File: config.mk
export PLATFORM = sky130hd
export DESIGN_NAME = fepc_top
export DESIGN_NICKNAME = d
export VERILOG_FILES = /design/src/design/fepc_pkg.sv /design/src/design/fepc_top.sv /design/src/design/fepc_protect.sv /design/src/design/fepc_hv_timer.sv
export SDC_FILE = /design/constraint.sdc
export NUM_CORES = 1
export LEC_CHECK = 0
export CORE_ASPECT_RATIO = 1.4
export CORE_MARGIN = 2
export CORE_UTILIZATION = 69
export DETAILED_ROUTE_END_ITERATION = 16
export DONT_BUFFER_PORTS = 1
export PLACE_DENSITY = 0.85
export SLEW_MARGIN = 20
export SYNTH_ARGS = -nofsm -noshare
export SYNTH_HDL_FRONTEND = slang
export SYNTH_SLANG_ARGS = --single-unit
File: constraint.sdc
create_clock -name mclk -period 6.8 [get_ports mclk]
set_clock_uncertainty 0.1 [all_clocks]
set_input_delay 0.68 -clock mclk [delete_from_list [all_inputs] [get_ports mclk]]
set_output_delay 0.68 -clock mclk [all_outputs]
set_load 0.02 [all_outputs]
File: src/design/fepc_pkg.sv
package fepc_pkg;

  localparam int unsigned CLK_MHZ = 250;

  // Byte addresses on the register bus
  localparam logic [3:0] OFS_CTRL   = 4'h0;
  localparam logic [3:0] OFS_PROT   = 4'h4;
  localparam logic [3:0] OFS_ARRAY  = 4'h8;
  localparam logic [3:0] OFS_STATUS = 4'hc;

  // Control register field positions
  localparam int unsigned BIT_PROG  = 0;
  localparam int unsigned BIT_ERASE = 1;
  localparam int unsigned BIT_MASS  = 2;
  localparam int unsigned BIT_HV    = 3;

  localparam logic [7:0] CTRL_RESET = 8'h00;
  localparam logic [7:0] PROT_NONE  = 8'hff;
  localparam logic [7:0] PROT_ALL   = 8'h00;

  // Array window write fields
  localparam int unsigned WIN_DATA_LSB = 16;

  // Page of two 64-byte rows: page index is address bits 15..7
  localparam int unsigned PAGE_LSB     = 7;
  localparam logic [15:0] PROT_ADDR    = 16'hff80;
  localparam logic [8:0]  PROT_PAGE    = 9'h1ff;

  // Sequence times (plain defaults), counts rounded up
  localparam int unsigned NVS_WAIT_NS   = 10000;
  localparam int unsigned PAGE_WAIT_NS  = 1000000;
  localparam int unsigned BULK_WAIT_NS  = 4000000;
  localparam int unsigned NVS_CYC  = (NVS_WAIT_NS * CLK_MHZ + 999) / 1000;
  localparam int unsigned PAGE_CYC = (PAGE_WAIT_NS * CLK_MHZ + 999) / 1000;
  localparam int unsigned BULK_CYC = (BULK_WAIT_NS * CLK_MHZ + 999) / 1000;
  localparam int unsigned TMR_W    = 24;

  typedef enum logic [4:0] {
    SEQ_IDLE = 5'b00001,
    SEQ_SEL  = 5'b00010,
    SEQ_PRD  = 5'b00100,
    SEQ_ADR  = 5'b01000,
    SEQ_HV   = 5'b10000
  } fepc_seq_e;

  typedef struct packed {
    logic        read;
    logic        write;
    logic [3:0]  address;
    logic [31:0] writedata;
  } fepc_bus_req_s;

  typedef struct packed {
    logic        pump_on;
    logic        erase_sel;
    logic        mass_sel;
    logic        prog_sel;
    logic [15:0] target_addr;
    logic        prog_strobe;
    logic [7:0]  prog_data;
    logic        erase_commit;
    logic        erase_all;
  } fepc_array_ctl_s;

endpackage

File: src/design/fepc_top.sv
// Design decisions made here: the Avalon-MM slave port and the placing of the registers.
`timescale 1ns/100ps
`default_nettype none
module fepc_top
  import fepc_pkg::*;
#(
  parameter int unsigned NVS_CYCLES   = NVS_CYC,
  parameter int unsigned PAGE_CYCLES  = PAGE_CYC,
  parameter int unsigned BULK_CYCLES  = BULK_CYC,
  parameter logic [7:0]  PROT_AT_RESET = PROT_NONE
)
(
  input  wire logic            mclk,
  input  wire logic            srst,
  input  wire fepc_bus_req_s   avs_req,
  output logic          [31:0] avs_readdata,
  output logic                 avs_waitrequest,
  output var fepc_array_ctl_s  array_ctl
);

  typedef struct packed {
    logic            waitreq;
    logic [31:0]     rdata;
    logic [7:0]      ctrl;
    logic [7:0]      prot;
    fepc_seq_e       seq;
    logic [15:0]     addr;
    logic            addr_prot;
    logic            committed;
    fepc_array_ctl_s arr;
  } fepc_top_s;

  localparam fepc_top_s TOP_RESET = '{
    waitreq:   1'b1,
    rdata:     32'h0000_0000,
    ctrl:      CTRL_RESET,
    prot:      PROT_AT_RESET,
    seq:       SEQ_IDLE,
    addr:      16'h0000,
    addr_prot: 1'b0,
    committed: 1'b0,
    arr:       '0
  };

  fepc_top_s          q;
  fepc_top_s          next_q;
  logic [TMR_W-1:0]   tmr;
  logic [15:0]        prot_start;
  logic               win_hit;
  logic [15:0]        win_addr;

  function automatic logic sel_any(input logic [7:0] c);
    sel_any = c[BIT_ERASE] | c[BIT_PROG];
  endfunction

  function automatic logic tmr_reached(input logic [TMR_W-1:0] t, input int unsigned lim);
    tmr_reached = ({{(32-TMR_W){1'b0}}, t} >= lim);
  endfunction

  assign win_addr = avs_req.writedata[15:0];

  fepc_protect u_protect (
    .prot_byte  (q.prot),
    .addr       (win_addr),
    .start_addr (prot_start),
    .hit        (win_hit)
  );

  fepc_hv_timer #(
    .W (TMR_W)
  ) u_timer (
    .mclk    (mclk),
    .srst    (srst),
    .restart (next_q.seq != q.seq),
    .count   (tmr)
  );

  logic       req;
  logic       acc;
  logic       wr_ctrl;
  logic       rd_prot;
  logic       wr_win;
  logic [7:0] w;
  logic       hv_ok;
  logic       commit;

  always_comb
  begin
    next_q = q;
    w      = avs_req.writedata[7:0];
    hv_ok  = 1'b0;
    commit = 1'b0;
    next_q.arr.prog_strobe  = 1'b0;
    next_q.arr.erase_commit = 1'b0;
    next_q.arr.erase_all    = 1'b0;

    // One wait cycle per request; effects land on the edge that ends it
    req     = avs_req.read | avs_req.write;
    acc     = req & ~q.waitreq;
    next_q.waitreq = ~(req & q.waitreq);
    wr_ctrl = acc & avs_req.write & (avs_req.address == OFS_CTRL);
    rd_prot = acc & avs_req.read & (avs_req.address == OFS_PROT);
    wr_win  = acc & avs_req.write & (avs_req.address == OFS_ARRAY);

    if (req & q.waitreq)
    begin
      if (avs_req.address == OFS_CTRL)
        next_q.rdata = {24'h000000, q.ctrl};
      else if (avs_req.address == OFS_PROT)
        next_q.rdata = {24'h000000, q.prot};
      else if (avs_req.address == OFS_STATUS)
        next_q.rdata = {prot_start, 9'h000, q.committed, q.addr_prot, q.seq};
      else
        next_q.rdata = 32'h0000_0000;
    end

    if (wr_ctrl)
    begin
      if (w[BIT_ERASE] & w[BIT_PROG])
      begin
        w[BIT_ERASE] = q.ctrl[BIT_ERASE];
        w[BIT_PROG]  = q.ctrl[BIT_PROG];
      end
      hv_ok = (q.seq == SEQ_ADR) & sel_any(q.ctrl) & ~q.addr_prot
            & tmr_reached(tmr, NVS_CYCLES);
      w[BIT_HV] = w[BIT_HV] & (q.ctrl[BIT_HV] | hv_ok);
      // Erase completes when erase select drops after the full time under high voltage
      commit = (q.seq == SEQ_HV) & q.ctrl[BIT_HV] & q.ctrl[BIT_ERASE] & ~w[BIT_ERASE]
             & ~q.addr_prot
             & tmr_reached(tmr, q.ctrl[BIT_MASS] ? BULK_CYCLES : PAGE_CYCLES);
      next_q.ctrl = {4'h0, w[3:0]};
    end

    if (commit)
    begin
      next_q.arr.erase_commit = 1'b1;
      next_q.arr.erase_all    = q.ctrl[BIT_MASS];
      next_q.committed        = 1'b1;
      if (q.ctrl[BIT_MASS] || (q.addr[15:PAGE_LSB] == PROT_PAGE))
        next_q.prot = PROT_NONE;
    end

    // Row programming under high voltage; protect byte changes here and on an erase commit above
    if (wr_win && q.seq == SEQ_HV && q.ctrl[BIT_HV] && q.ctrl[BIT_PROG] && !win_hit)
    begin
      next_q.arr.prog_strobe = 1'b1;
      next_q.arr.prog_data   = avs_req.writedata[WIN_DATA_LSB +: 8];
      next_q.arr.target_addr = win_addr;
      if (win_addr == PROT_ADDR)
        next_q.prot = q.prot & avs_req.writedata[WIN_DATA_LSB +: 8];
    end

    case (q.seq)
      SEQ_IDLE:
      begin
        if (sel_any(next_q.ctrl))
        begin
          next_q.seq       = SEQ_SEL;
          next_q.committed = 1'b0;
        end
      end
      SEQ_SEL:
      begin
        if (!sel_any(next_q.ctrl))
          next_q.seq = SEQ_IDLE;
        else if (rd_prot)
          next_q.seq = SEQ_PRD;
      end
      SEQ_PRD:
      begin
        if (!sel_any(next_q.ctrl))
          next_q.seq = SEQ_IDLE;
        else if (wr_win)
        begin
          next_q.seq       = SEQ_ADR;
          next_q.addr      = win_addr;
          next_q.addr_prot = win_hit;
          next_q.arr.target_addr = win_addr;
        end
      end
      SEQ_ADR:
      begin
        if (!sel_any(next_q.ctrl))
          next_q.seq = SEQ_IDLE;
        else if (next_q.ctrl[BIT_HV])
          next_q.seq = SEQ_HV;
      end
      SEQ_HV:
      begin
        if (!next_q.ctrl[BIT_HV])
          next_q.seq = SEQ_IDLE;
      end
      default:
        next_q.seq = SEQ_IDLE;
    endcase

    next_q.arr.pump_on   = next_q.ctrl[BIT_HV];
    next_q.arr.erase_sel = next_q.ctrl[BIT_ERASE];
    next_q.arr.mass_sel  = next_q.ctrl[BIT_MASS];
    next_q.arr.prog_sel  = next_q.ctrl[BIT_PROG];
  end

  always_ff @(posedge mclk)
  begin
    if (srst)
      q <= TOP_RESET;
    else
      q <= next_q;
  end

  assign avs_readdata    = q.rdata;
  assign avs_waitrequest = q.waitreq;
  assign array_ctl       = q.arr;
endmodule
`default_nettype wire

File: src/design/fepc_protect.sv
`timescale 1ns/100ps
`default_nettype none
module fepc_protect
  import fepc_pkg::*;
(
  input  wire logic [7:0]  prot_byte,
  input  wire logic [15:0] addr,
  output logic      [15:0] start_addr,
  output logic             hit
);

  always_comb
  begin
    start_addr = {1'b1, prot_byte, 7'h00};
    hit        = (prot_byte != PROT_NONE) && (addr >= start_addr);
  end

endmodule
`default_nettype wire

File: src/design/fepc_hv_timer.sv
`timescale 1ns/100ps
`default_nettype none
module fepc_hv_timer
  import fepc_pkg::*;
#(
  parameter int unsigned W = TMR_W
)
(
  input  wire logic         mclk,
  input  wire logic         srst,
  input  wire logic         restart,
  output logic      [W-1:0] count
);

  typedef struct packed {
    logic [W-1:0] cnt;
  } fepc_tmr_s;

  fepc_tmr_s q;
  fepc_tmr_s next_q;

  // Saturates so a long idle wait never wraps back under a threshold
  always_comb
  begin
    next_q = q;
    if (restart)
      next_q.cnt = '0;
    else if (q.cnt != {W{1'b1}})
      next_q.cnt = q.cnt + 1'b1;
  end

  always_ff @(posedge mclk)
  begin
    if (srst)
      q <= '0;
    else
      q <= next_q;
  end

  assign count = q.cnt;

endmodule
`default_nettype wire

After elaboration in Yosys (flattened, before gate mapping)
Cells that the tools add are included.
- add/sub/neg operators: 1
- multipliers: 0
- divide/modulo/power cells: 0
- order comparisons: 3
- eq/ne operators: 13
- shift-type cells: 0
- muxes and demuxes: 29
- bitwise operators: 27
- reduce and logical (&&, ||, !) cells: 11
- operators by type and width (kind ; count):
    $mux 32 ; 3
    $mux 16 ; 3
    $mux 5 ; 7
    $mux 8 ; 4
    $mux 25 ; 1
    $pmux 5 s5 ; 1
    $add 24x1->24 const B ; 1
    $ge 24x12->1 const B ; 1
    $ge 24x20->1 ; 1
    $ne 24x24->1 const B ; 1
    $mux 22 ; 1
    $mux 20 ; 1
    $and 1x1->1 ; 17
    $eq 16x16->1 const B ; 1
    $ge 16x16->1 ; 1
    $eq 9x9->1 const B ; 1
    $and 8x8->8 ; 1
    $eq 4x4->1 const B ; 2
    $ne 8x8->1 const B ; 1
    $mux 2 ; 3
    $eq 5x1->1 const B ; 1
    $eq 5x2->1 const B ; 1
    $eq 5x3->1 const B ; 1
    $eq 5x4->1 const B ; 1
    13 further kinds ; 28
- register bits: 123
- bits in latches: 0
- bits in writable memories: 0
- ROM bits: 0
- bits of input ports: 40
- output and inout bits: 64
- word-level logic and storage cells: 102
- memories: 0

Longest topological paths before layout
- word-level depth: 13
- depth in mapped cells: 11
- gate-level depth less buffers: 9

By module
A second synthesis with hierarchy kept.
- cells, all modules: 681
- area total of the unflattened synthesis: 5903.2 um^2
- modules (own cells, without submodules) (module ; times used ; cells an instance ; area each (um^2)):
    fepc_top ; 1 ; 466 ; 4071.4
    fepc_hv_timer ; 1 ; 163 ; 1450.1
    fepc_protect ; 1 ; 52 ; 381.6

Least setup slack after synthesis
OpenSTA, ideal clock, no wires.
- path type: input -> register
- start point: in avs_req[34] (netlist bit)
- end point: reg u_timer.q, in the netlist u_timer.count[10]
- setup time: 0.132 ns
- arrival: 2.822 ns
- required time: 6.568 ns
- slack: 3.746 ns
- stages: 9
- path buffers: 2
- cells stage by stage: buf_6 > nor3b_2 > a311o_2 > o31ai_2 > or4_4 > or4b_4 > a211oi_4 > buf_6 > nor3_1
- cells in the longest elaborated chain, start to end: 8
- elaborated cells between the ends (all ways): 19
- those cells by class: 3 x eq/ne; 10 x mux; 4 x bitwise; 2 x reduce/logical
- ends and longest elaborated chain (what ; RTL line ; source):
    from (decl) ; fepc_top.sv:15 ; input wire fepc_bus_req_s avs_req,
    $logic_not 4->1 ; fepc_top.sv:101 ; wr_ctrl = acc & avs_req.write & (avs_req.address == OFS_CTRL);
    $and 1x1->1 ; fepc_top.sv:101 ;
    $mux 4 ; fepc_top.sv:117 ; if (wr_ctrl)
    $mux 5 or $or 1x1->1 (tied branches) ; fepc_top.sv:185, fepc_top.sv:53 ;
    $mux 5 (on tied branches) ; -- ;
    $pmux 5 s5 (*) ; fepc_top.sv:153 ; case (q.seq)
    $ne 5x5->1 (*) ; fepc_top.sv:74 ; .restart (next_q.seq != q.seq),
    $reduce_or 2->1 (no line) (*) ; -- ;
    to (signal assigned) ; fepc_hv_timer.sv:37 ; q <= next_q;
    to (decl) ; fepc_hv_timer.sv:19 ; fepc_tmr_s q;
Every way passes the cells marked *; elsewhere a longest branch is shown, timed or not.
A chain may end at the register's enable or synchronous reset.

Final worst setup path
- start point: reg q, in the netlist avs_waitrequest
- end point: reg u_timer.q, in the netlist u_timer.count[5]
- cells in the longest elaborated chain, start to end: 10
- elaborated cells between the ends (all ways): 20
- those cells by class: 1 x eq/ne; 10 x mux; 8 x bitwise; 1 x reduce/logical
- ends and longest elaborated chain (what ; RTL line ; source):
    from (decl) ; fepc_top.sv:45 ; fepc_top_s q;
    from (signal assigned) ; fepc_top.sv:208 ; q <= next_q;
    $not 1->1 (*) ; fepc_top.sv:99 ; acc = req & ~q.waitreq;
    $and 1x1->1 (*) ; fepc_top.sv:99 ;
    $and 1x1->1 ; fepc_top.sv:101, fepc_top.sv:103 ;
    $and 1x1->1 ; fepc_top.sv:101 ;
    $mux 4 ; fepc_top.sv:117 ;
    $mux 5 or $or 1x1->1 (tied branches) ; fepc_top.sv:185, fepc_top.sv:53 ;
    $mux 5 (on tied branches) ; -- ;
    $pmux 5 s5 (*) ; fepc_top.sv:153 ;
    $ne 5x5->1 (*) ; fepc_top.sv:74 ;
    $reduce_or 2->1 (no line) (*) ; -- ;
Marks and branches as above.

==> impl_metrics.csv <==
group,metric,value,unit
outcome,status,"complete, no violations",
route,post_drt_wl_per_cell,17.2,um
logic_synthesis,synthDistinctLibCells,57,
timing,rsz0062_at_grt,"false",
clock_tree,cts_setup_buffers,0,
setup_path,critical_path_class,"register to register",
setup_path,required,6.90,ns
run,max_cap_violations,0,
setup_path,crit_path_max_incr_delay,0.90,ns
pwr,p_total,1.04,mW
logic_synthesis,synth_top_family_by_area,"simple AND/OR/NAND/NOR gates",
logic_synthesis,ys_warn_count,0,
pwr,leakage,1.95,nW
timing,hold_ws,0.280,ns
logic_synthesis,synth.area.mux_share,0.0414,
clock_tree,cts_resized,0,
final_layout,num_antenna_cells,0,
route,viasPerCell,6.28,
clock_tree,clk_pin_slew_worst_paths,0.09,ns
route,drtAntennaViolNets,0,
place,portBuffers,0,
logic_synthesis,synth-xor-area-share,0.0356,
timing,period_needed,3.62,ns
pwr,peakVddDrop,0.127,mV
global_route,grt_max_degree,57,
timing,setup_viol,0,
logic_synthesis,synthTopCellsByCount,"dfxtp_1, nor2_1, buf_4, nand2_1, nor3_1",
logic_synthesis,ys_ff_latch,97,
setup_path,critPathTopFamily,"simple AND/OR/NAND/NOR gates",
logic_synthesis,synth_top_area_share,0.376,
logic_synthesis,yosys.area.top_type,"dfxtp_1",
logic_synthesis,synthesis.instances,623,
setup_path,setup.worst_path.end_class,"register",
setup_path,critPathLaunch,"avs_waitrequest",
logic_synthesis,synth-compound-area-share,0.114,
global_route,grt_pass1_wl,18200,um
final_layout,syn_to_final_growth,-4.62,%
place,dp_cells,641,
timing,worst_slew_pin_slew,1.01,ns
floorplan,core,7310,um^2
setup_path,crit_buf_inv,0,
clock_tree,insertion_delay,0.37,ns
route,drt_wl_total,11300,um
clock_tree,cts_inserted_buffers,9,
logic_synthesis,synth-seq-area-share,0.376,
place,gp_congestion,0.945,
final_layout,nets,613,
logic_synthesis,ys_top_cells_by_area,"dfxtp_1, buf_4, nor2_1",
timing,finalSetupTns,0,ns
clock_tree,clk_path_buf_depth,2,
logic_synthesis,async_flop_share,0,
setup_path,worst-endpoint-arrival,3.73,ns
timing,finalMaxSlewViolations,0,
floorplan,die_w,77.2,um
clock_tree,cts_tree,"yes",
min_path,min_path_type,"input port to register",
route,via_count,4118,
pwr,power.density,211,nW/um^2
logic_synthesis,synth-simple-area-share,0.251,
clock_tree,htreeDepth,3,
timing,relSlewSlack,0.324,
global_route,grtUsageTotal,0.277,
global_route,grt_pass1_vias,3943,
setup_path,path_max_fanout,30,
route,drc,0,
timing,min_period_over_period,0.533,
floorplan,start_util,0.707,
setup_path,reg2reg_from,"avs_waitrequest",
logic_synthesis,synthAdderAreaFrac,0.0436,
timing,setup_slack,3.18,ns
floorplan,fp-row-count,37,
route,drt_iter0_markers,239,
logic_synthesis,synth_edf_count,0,
route,first_pass_iters,5,
clock_tree,ctsHoldBuffers,0,
final_layout,nFillCells,640,
logic_synthesis,synth_ff_type,"dfxtp_1",
place,dp_slack,2.92,ns
logic_synthesis,syn-cell-area,5170,um^2
timing,hold_viol,0,
setup_path,path_cells,"nor3b_2 > a311o_2 > o31ai_2 > or4_4 > or4b_4 > a211oi_4 > a2111oi_0",
global_route,grt_antenna_before_repair,0,
logic_synthesis,synth_most_common_cell,"dfxtp_1",
floorplan,die_y,106,um
clock_tree,root_buffer,"clkbuf_8",
logic_synthesis,post_synth.cell_area_avg,8.30,um^2
final_layout,layout.cells.non_filler,656,
setup_path,crit_path_start_kind,"register",
min_path,worstHoldStart,"srst",
floorplan,io_pins,104,
final_layout,post_route_cells_drive_above_1_share,0.0501,
floorplan,die_area,8210,um^2
clock_tree,clock_sinks,97,
timing,fmax,276,MHz
place,dp_hpwl,8110,um
setup_path,crit_path_top_delay_cell,"a211oi_4",
global_route,grt.overflow.total,0,
worst register-to-register path, cell delays in order (launching register included):
cell and delay (ns):
dfxtp_1 0.45, nor3b_2 0.39, a311o_2 0.23, o31ai_2 0.10, or4_4 0.45, or4b_4 0.72, a211oi_4 0.90, a2111oi_0 0.14
stage by stage:
step                      cell area [um^2]  utilization
after floorplan                       5220            -
after global placement                4720        0.645
after detailed placement              4720        0.645
after CTS                             4930        0.674
after global routing                  4930        0.674
final                                 4930        0.674
kinds of logic after synthesis:
family / Yosys count
simple gates: 257
buf+inv: 117
flops: 97
compound gates: 91
xor+xnor: 21
mux: 21
fa+ha+maj: 18
other cells: 1
area by class of cell:
| cell class | count | area [um^2] | area share |
|---|---|---|---|
| sequential | 97 | 1940 | 0.394 |
| tap | 97 | 121 | 0.0246 |
| clock inverter | 5 | 81.3 | 0.0165 |
| clock buffer | 10 | 128 | 0.0259 |
| inverter | 24 | 90.1 | 0.0183 |
| multi-input combinational | 423 | 2570 | 0.521 |
where the power goes:
group	total (mW)	internal (mW)	switching [mW]
Sequential	0.587	0.575	0.0125
Clock	0.403	0.205	0.197
Combinational	0.0515	0.0169	0.0345
state kept, by name, summed over array words and instances (netlist names):
register         cells
array_ctl           27
avs_readdata        17
avs_waitrequest      1
q                   28
u_timer.count       24
path summary, 6_finish.rpt:
| kind | end | cells past startpoint | slack (ns) |
|---|---|---|---|
| max reg2reg | u_timer.count[5] | 7 | 3.18 |
| min | avs_readdata[31] | 1 | 0.28 |
| max | u_timer.count[5] | 7 | 3.18 |
| min reg2reg | q[31] | 2 | 0.36 |
layout by cell type (no fill, tap or decap), types with 2 or more instances in the layout:
master,Yosys,layout
nor4_1,9,9
inv_1,23,23
o211a_1,2,2
conb_1,1,15
a221oi_1,7,7
mux2_2,3,3
nor3_1,40,40
nand2_1,48,48
clkbuf_8,0,9
nand2b_1,3,3
o21ai_1,11,10
a2111oi_0,3,3
ha_1,18,18
a21oi_1,27,27
o2111ai_1,2,2
a31oi_1,3,3
xnor2_1,16,16
a211oi_1,2,2
mux2i_1,18,18
nand4_1,34,34
o211ai_1,5,5
o21ai_0,16,16
nand3b_1,2,2
o21a_1,7,7
and3_1,9,9
nor2_1,66,66
nor2b_1,3,3
nand3_1,22,22
dfxtp_1,97,97
bufinv_16,0,2
xor2_1,5,5
or3_1,5,5
routing by layer:
layer  up-vias  track usage  routed length (um)
met3        37       0.0823                 821
met2       162        0.487                5800
met1      1931        0.299                4290
met5         -            0                   0
li1       1988            -                   -
met4         0        0.142                 375
(Power assumes the default switching activity.)
